<file path="config.mk">
export PLATFORM = sky130hd
export DESIGN_NAME = spc_sleep_power_control
export DESIGN_NICKNAME = d
export VERILOG_FILES = /design/src/core/spc_sleep_power_control.v
export VERILOG_INCLUDE_DIRS = /design/src /design/src/common
export SDC_FILE = /design/constraint.sdc
export NUM_CORES = 1
export LEC_CHECK = 0
export ABC_AREA = 1
export BUFFER_PORTS_ARGS = -buffer_cell sky130_fd_sc_hd__buf_2
export CAP_MARGIN = 20
export CORE_ASPECT_RATIO = 0.75
export CORE_MARGIN = 2
export CORE_UTILIZATION = 48
export CTS_BUF_LIST = sky130_fd_sc_hd__clkbuf_4
export CTS_CLUSTER_DIAMETER = 200
export DETAILED_ROUTE_END_ITERATION = 6
export GPL_TIMING_DRIVEN = 1
export PLACE_DENSITY_LB_ADDON = 0.15
export SLEW_MARGIN = 0
export SYNTH_ARGS = -nofsm -noshare
export SYNTH_HDL_FRONTEND = slang
export SYNTH_SLANG_ARGS = --single-unit
</file>
<file path="constraint.sdc">
create_clock -name i_core_clk -period 1.1 [get_ports i_core_clk]
set_input_delay 0 -clock i_core_clk [delete_from_list [all_inputs] [get_ports i_core_clk]]
set_output_delay 0 -clock i_core_clk [all_outputs]
set_load 0.02 [all_outputs]
</file>
<file path="src/common/spc_consts.vh">
// Constants for the sleep and power control block.
`ifndef SPC_CONSTS_VH
`define SPC_CONSTS_VH
`define SPC_ADDR_SMC        8'h33
`define SPC_ADDR_UCR        8'h35
`define SPC_ADDR_PCG        8'h64
`define SPC_SMC_MASK        8'h0F
`define SPC_PCG_MASK        8'hEF
`define SPC_RST_VAL         8'h00
`define SPC_UCR_OFF_BIT     6
`define SPC_UCR_UNLK_BIT    5
`define SPC_MODE_IDLE       3'h0
`define SPC_MODE_NOISE      3'h1
`define SPC_MODE_PDOWN      3'h2
`define SPC_MODE_PSAVE      3'h3
`define SPC_MODE_STBY       3'h6
`define SPC_MODE_XSTBY      3'h7
`define SPC_UNLOCK_CYC      3'h4
`define SPC_OFF_DELAY_CYC   2'h3
`define SPC_OFF_LIFE_CYC    3'h6
`define SPC_PG_TWI          7
`define SPC_PG_TIM2         6
`define SPC_PG_TIM0         5
`define SPC_PG_TIM1         3
`define SPC_PG_SPI          2
`define SPC_PG_USART        1
`define SPC_PG_ADC          0
`endif

</file>
<file path="src/core/spc_sleep_power_control.v">
// Sleep mode control, brownout sleep-off unlock and peripheral clock gating.
//
// The implementer's own choice: the plain strobed port.
`timescale 1ns/10ps
`include "spc_consts.vh"
module spc_sleep_power_control (
    // Clock and reset.
    input  wire       i_core_clk,
    input  wire       i_rstn,
    // Register port.
    input  wire [7:0] i_addr,
    input  wire [7:0] i_wdata,
    input  wire       i_wr,
    input  wire       i_rd,
    output reg  [7:0] o_rdata,
    // Core events and peripheral status.
    input  wire       i_sleep_instr,
    input  wire       i_wake,
    input  wire       i_timer_two_async_select,
    input  wire       i_conv_enabled,
    input  wire       i_comp_enabled,
    input  wire       i_comp_uses_ref,
    input  wire       i_wdog_enabled,
    input  wire       i_brownout_level_fuses,
    input  wire       i_debug_enable_fuse,
    // Sleep state.
    output reg        o_asleep,
    output reg  [2:0] o_sleep_mode,
    output reg        o_brownout_detector_en,
    output reg        o_brownout_sleep_off,
    // Clock enables for gated peripherals.
    output reg        o_clk_en_two_wire,
    output reg        o_clk_en_timer_two,
    output reg        o_clk_en_timer_zero,
    output reg        o_clk_en_timer_one,
    output reg        o_clk_en_serial_periph,
    output reg        o_clk_en_async_serial,
    output reg        o_clk_en_converter,
    // Sleep-time controls of analog and other units.
    output reg        o_conv_extended_next,
    output reg        o_comp_mux_block,
    output reg        o_comp_enable,
    output reg        o_input_buf_disable,
    output reg        o_wdog_run,
    output reg        o_main_clk_run,
    output reg        o_cpu_clk_en,
    output reg        o_io_clk_en,
    output reg        o_periph_reg_block
);

    reg  [2:0] sleep_mode_select_q;
    reg        sleep_arm_q;
    reg  [7:0] pcg_q;
    reg  [2:0] unlock_cnt_q;
    reg  [2:0] off_cnt_q;
    reg        asleep_q;
    reg        bod_off_sleep_q;
    reg        conv_was_on_q;
    reg        conv_restart_q;

    wire wr_smc = i_wr && (i_addr == `SPC_ADDR_SMC);
    wire wr_ucr = i_wr && (i_addr == `SPC_ADDR_UCR);
    wire wr_pcg = i_wr && (i_addr == `SPC_ADDR_PCG);

    // Unlock-pair write opens a four-cycle window; a lone set write inside it arms sleep-off.
    wire unlock_wr = wr_ucr && i_wdata[`SPC_UCR_OFF_BIT] && i_wdata[`SPC_UCR_UNLK_BIT];
    wire set_wr    = wr_ucr && i_wdata[`SPC_UCR_OFF_BIT] && !i_wdata[`SPC_UCR_UNLK_BIT]
                     && (unlock_cnt_q != 3'h0);
    // Bit is visible at once and self-clears after three cycles; effective on cycles 3..5.
    wire bod_bit    = (off_cnt_q != 3'h0) && (off_cnt_q > `SPC_OFF_DELAY_CYC);
    wire bod_active = (off_cnt_q != 3'h0) && (off_cnt_q <= `SPC_OFF_DELAY_CYC);

    // True for every mode other than idle and noise, reserved modes included.
    function deep_mode;
        input [2:0] m;
        begin
            deep_mode = (m != `SPC_MODE_IDLE) && (m != `SPC_MODE_NOISE);
        end
    endfunction

    wire go_sleep = i_sleep_instr && sleep_arm_q && !asleep_q;

    // Register writes; reserved bits are masked so they never store.
    always @(posedge i_core_clk or negedge i_rstn) begin
        if (!i_rstn) begin
            sleep_mode_select_q <= 3'h0;
            sleep_arm_q         <= 1'b0;
            pcg_q               <= `SPC_RST_VAL;
        end else begin
            if (wr_smc) begin
                sleep_mode_select_q <= i_wdata[3:1];
                sleep_arm_q         <= i_wdata[0];
            end
            if (wr_pcg) begin
                pcg_q <= i_wdata & `SPC_PCG_MASK;
            end
        end
    end

    // Timed unlock and sleep-off life counters.
    always @(posedge i_core_clk or negedge i_rstn) begin
        if (!i_rstn) begin
            unlock_cnt_q <= 3'h0;
            off_cnt_q    <= 3'h0;
        end else begin
            if (unlock_wr) begin
                unlock_cnt_q <= `SPC_UNLOCK_CYC;
            end else if (set_wr) begin
                unlock_cnt_q <= 3'h0;
            end else if (unlock_cnt_q != 3'h0) begin
                unlock_cnt_q <= unlock_cnt_q - 3'h1;
            end
            if (set_wr) begin
                off_cnt_q <= `SPC_OFF_LIFE_CYC;
            end else if (off_cnt_q != 3'h0) begin
                off_cnt_q <= off_cnt_q - 3'h1;
            end
        end
    end

    // Sleep state; detector switch-off is latched only at sleep entry.
    always @(posedge i_core_clk or negedge i_rstn) begin
        if (!i_rstn) begin
            asleep_q        <= 1'b0;
            bod_off_sleep_q <= 1'b0;
        end else if (go_sleep) begin
            asleep_q        <= 1'b1;
            bod_off_sleep_q <= bod_active && deep_mode(sleep_mode_select_q);
        end else if (i_wake) begin
            asleep_q        <= 1'b0;
            bod_off_sleep_q <= 1'b0;
        end
    end

    // Converter power tracking: an off-then-on cycle flags an extended conversion.
    always @(posedge i_core_clk or negedge i_rstn) begin
        if (!i_rstn) begin
            conv_was_on_q  <= 1'b0;
            conv_restart_q <= 1'b0;
        end else begin
            conv_was_on_q <= i_conv_enabled && !pcg_q[`SPC_PG_ADC];
            if (i_conv_enabled && !pcg_q[`SPC_PG_ADC] && !conv_was_on_q) begin
                conv_restart_q <= 1'b1;
            end else if (!i_conv_enabled) begin
                conv_restart_q <= 1'b0;
            end
        end
    end

    // Registered outputs; gated peripherals, timer two unless async, hold their clock low so state freezes; any set gating bit raises o_periph_reg_block.
    always @(posedge i_core_clk or negedge i_rstn) begin
        if (!i_rstn) begin
            o_rdata                <= 8'h00;
            o_asleep               <= 1'b0;
            o_sleep_mode           <= 3'h0;
            o_brownout_detector_en <= 1'b0;
            o_brownout_sleep_off   <= 1'b0;
            o_clk_en_two_wire      <= 1'b1;
            o_clk_en_timer_two     <= 1'b1;
            o_clk_en_timer_zero    <= 1'b1;
            o_clk_en_timer_one     <= 1'b1;
            o_clk_en_serial_periph <= 1'b1;
            o_clk_en_async_serial  <= 1'b1;
            o_clk_en_converter     <= 1'b1;
            o_conv_extended_next   <= 1'b0;
            o_comp_mux_block       <= 1'b0;
            o_comp_enable          <= 1'b0;
            o_input_buf_disable    <= 1'b0;
            o_wdog_run             <= 1'b0;
            o_main_clk_run         <= 1'b1;
            o_cpu_clk_en           <= 1'b1;
            o_io_clk_en            <= 1'b1;
            o_periph_reg_block     <= 1'b0;
        end else begin
            o_rdata <= 8'h00;
            if (i_rd) begin
                case (i_addr)
                    `SPC_ADDR_SMC: o_rdata <= {4'h0, sleep_mode_select_q, sleep_arm_q};
                    `SPC_ADDR_UCR: o_rdata <= {1'b0, bod_bit, 6'h00};
                    `SPC_ADDR_PCG: o_rdata <= pcg_q;
                    default:       o_rdata <= 8'h00;
                endcase
            end
            o_asleep             <= asleep_q;
            o_sleep_mode         <= sleep_mode_select_q;
            o_brownout_sleep_off <= bod_active;
            o_brownout_detector_en <= i_brownout_level_fuses && !bod_off_sleep_q;
            o_clk_en_two_wire      <= !pcg_q[`SPC_PG_TWI];
            o_clk_en_timer_two     <= !(pcg_q[`SPC_PG_TIM2] && !i_timer_two_async_select);
            o_clk_en_timer_zero    <= !pcg_q[`SPC_PG_TIM0];
            o_clk_en_timer_one     <= !pcg_q[`SPC_PG_TIM1];
            o_clk_en_serial_periph <= !pcg_q[`SPC_PG_SPI];
            o_clk_en_async_serial  <= !pcg_q[`SPC_PG_USART];
            // Converter clock is not stopped by sleep while the converter is enabled.
            o_clk_en_converter     <= !pcg_q[`SPC_PG_ADC];
            o_conv_extended_next   <= conv_restart_q;
            o_comp_mux_block       <= pcg_q[`SPC_PG_ADC];
            o_comp_enable          <= i_comp_enabled &&
                                      (!(asleep_q && deep_mode(sleep_mode_select_q))
                                       || i_comp_uses_ref);
            o_input_buf_disable    <= asleep_q && deep_mode(sleep_mode_select_q);
            o_wdog_run             <= i_wdog_enabled;
            o_main_clk_run         <= !asleep_q || i_debug_enable_fuse
                                      || (sleep_mode_select_q == `SPC_MODE_IDLE)
                                      || (sleep_mode_select_q == `SPC_MODE_NOISE)
                                      || (sleep_mode_select_q == `SPC_MODE_STBY)
                                      || (sleep_mode_select_q == `SPC_MODE_XSTBY);
            o_cpu_clk_en           <= !asleep_q;
            o_io_clk_en            <= !asleep_q || (sleep_mode_select_q == `SPC_MODE_IDLE);
            o_periph_reg_block     <= |pcg_q;
        end
    end

endmodule

</file>
==> results.yml <==
final_layout:
  antennaDiodeCount: 0
  finalNetCount: 338
  layout_commonest_cell: "buf_2"
  area_delta_synth_final_pct: 38.3
  stdcell_count: 360
  final_cell_area_um2: 2900
  drive_gt1_frac: 0.426
  final_cell_mix: "buf_2, dfrtp_1, nand2_1, inv_1, nor2_1"
  fin_util: 0.702
global_routing:
  grt-ovfl-total: 0
  grt_max_degree: 51
  track_usage: 0.177
  met3_usage: 0.0440
  grt_pass1_wl_um: 6500
  use_met1: 0.228
  grt_pass1_vias: 1517
  busiest_layer: "met2"
  met2_usage: 0.293
  antenna_found_initial: 0
setup_path:
  rrSetupSlack_ns: -0.01
  crit_end: "o_rdata[6]$_DFF_PN0_"
  r2r-end: "o_rdata[6]$_DFF_PN0_"
  required_ns: 1.39
  worstSetupStartpointType: "register"
  cp-end-kind: "register"
  cp_top_family: "flip-flops"
  critical_path.cell_chain: "ha_2, inv_2, nand3_2, nand2_1, nand2_1, nor2_1, nor2_1, nor2_1"
  worstPathArrival_ns: 1.41
  crit_slowest_cell: "dfrtp_1"
  cpPeakStageDelay_ns: 0.43
  critical_path_peak_fanout: 3
  crit_type: "reg -> reg"
  worst_path_most_repeated_cell: "nor2_1"
  critPathBufInv: 1
  worstRegToRegCells: 8
  rr_startpoint: "off_cnt_q[1]$_DFFE_PN0P_"
  cp.depth: 8
  startpoint: "off_cnt_q[1]$_DFFE_PN0P_"
floorplan:
  num_rows: 20
  start_util: 0.508
  dieArea_um2: 4920
  dieWidth_um: 80.3
  ios: 59
  core_area_um2: 4130
  dieHeight_um: 61.2
place:
  io_buffer_count: 56
  hpwl_um: 2860
  dpl_cell_area_um2: 2500
  gp_congestion: 0.813
  dp.cells: 329
  pre_cts_slack_ns: -0.0575
detailed_routing:
  initialDrtViolationCount: 89
  routedWlPerCell_um: 11.4
  vias: 1673
  dr.pass1.iters: 4
  drc: 0
  detail-route-antenna-nets: 0
  wirelength_um: 4120
  vias_per_cell: 4.65
logic_synthesis:
  synth_ff_type: "dfrtp_1"
  avgSynthCellArea_um2: 9.93
  post_synth_main_area_contributors: "dfrtp_1, dfstp_2, nand2_1"
  synthArstFlopShare: 1.00
  syn_inst: 211
  ys_seq_area_frac: 0.603
  syn-num-nets: 245
  synth_area_leader_cell: "dfrtp_1"
  synth.top_cell.area_share: 0.478
  ys_types: 27
  yosys_warnings: 0
  ys_ff_latch: 50
  syn_area_um2: 2100
  synth-edff-count: 0
timing:
  timing.setup.tns_ns: -0.0288
  min_period_ns: 1.11
  min_period_over_period: 1.01
  rsz0062_at_grt: "yes"
  final-hold-violation-count: 0
  setup_viol: 4
  setup_slack_ns: -0.0140
  whs_ns: 0.122
  slew_viol_final: 0
  max_clock_freq_mhz: 898
  finClkSkew_ns: 0.0129
run:
  max-cap-violations: 0
hold_path:
  hold_path.class: "in -> reg"
clocking:
  root_buffer: "clkbuf_4"
  clk_pin_slew_ns: 0.14
  ctsLongestPathBuffers: 2
  insertion_delay_ns: 0.36
  htreeDepth: 2
  cts_made_buffers: 5
  cts_num_sinks: 50
  cts_tree: "done"
power:
  finalPower_mw: 4.97
  leakage_nw: 1.53
  ir_worst_vdd_uv: 1210
  cellPowerDensity_nw_per_um2: 1710
outcome:
  failed_checks: "negative setup slack"
  status: "complete, but fails checks"
cell usage after synthesis, types with 2 or more instances:
cell	n
a21oi_1	4
o21ai_2	3
o31ai_1	2
inv_1	33
nand2_2	9
nor2_2	2
ha_1	5
nor2_4	3
o21ai_0	12
nor2_1	21
dfrtp_1	40
nand4_1	2
dfstp_2	10
nand3_1	16
inv_2	2
nand2_1	36
logic make-up after synthesis:
| group | count (synthesis) | share of synthesized area |
|---|---|---|
| compound gates | 22 | 0.0615 |
| simple gates | 94 | 0.220 |
| fa+ha+maj | 5 | 0.0299 |
| buf+inv | 37 | 0.0758 |
| other cells | 1 | 0.00179 |
| xor+xnor | 2 | 0.00836 |
| flops | 50 | 0.603 |
what timing repair did:
item	4_1_cts	5_1_grt
endpoints found under the setup margin	7	9
resized for setup	17	14
setup buffers	2	3
hold buffers	18	0
hold endpoints to repair	80	0
pin swaps	5	14
metal layers:
| layer | part of all wire | vias up |
|---|---|---|
| met5 | 0 | - |
| met4 | 0.013 | 0 |
| met3 | 0.066 | 5 |
| met2 | 0.45 | 57 |
| met1 | 0.47 | 767 |
| li1 | - | 844 |
cell type report:
class,instances,area [um2]
clock buffers,5,37.5
clock inverters,3,42.5
fillers,328,1230
inverters,35,131
multi-input cells,124,762
flip-flops and latches,50,1260
well taps,55,68.8
repair buffers,88,592
registers in the layout, summed over array words and instances (netlist names), 3 cells and up:
name,count
pcg_q,7
o_sleep_mode,3
unlock_cnt_q,3
o_rdata,7
off_cnt_q,3
sleep_mode_select_q,3
power by group:
part	switching (mW)	leakage [nW]	internal, mW
Sequential	0.148	0.597	2.07
Combinational	0.860	0.889	0.845
Clock	0.563	0.0432	0.480
worst min-delay path by stage:
stage	cells past startpoint	end	slack, ns	from
2_1_floorplan	0	asleep_q$_DFFE_PN0P_	-0.30	i_rstn
3_3_place_gp	2	o_conv_extended_next$_DFF_PN0_	0.005	i_rstn
3_5_place_dp	2	conv_restart_q$_DFFE_PN0P_	0.005	i_rstn
4_1_cts	5	unlock_cnt_q[2]$_DFFE_PN0P_	0.10	i_wr
5_1_grt	7	o_rdata[1]$_DFF_PN0_	0.14	i_addr[4]
6_report	4	sleep_mode_select_q[0]$_DFFE_PN0P_	0.12	i_wr
tightest hold or removal path: stages:
cell and delay (ns):
buf_2 0.09, inv_1 0.13, o21ai_0 0.19, nand2_1 0.05
No activity file was read; power rests on OpenSTA's default activity.
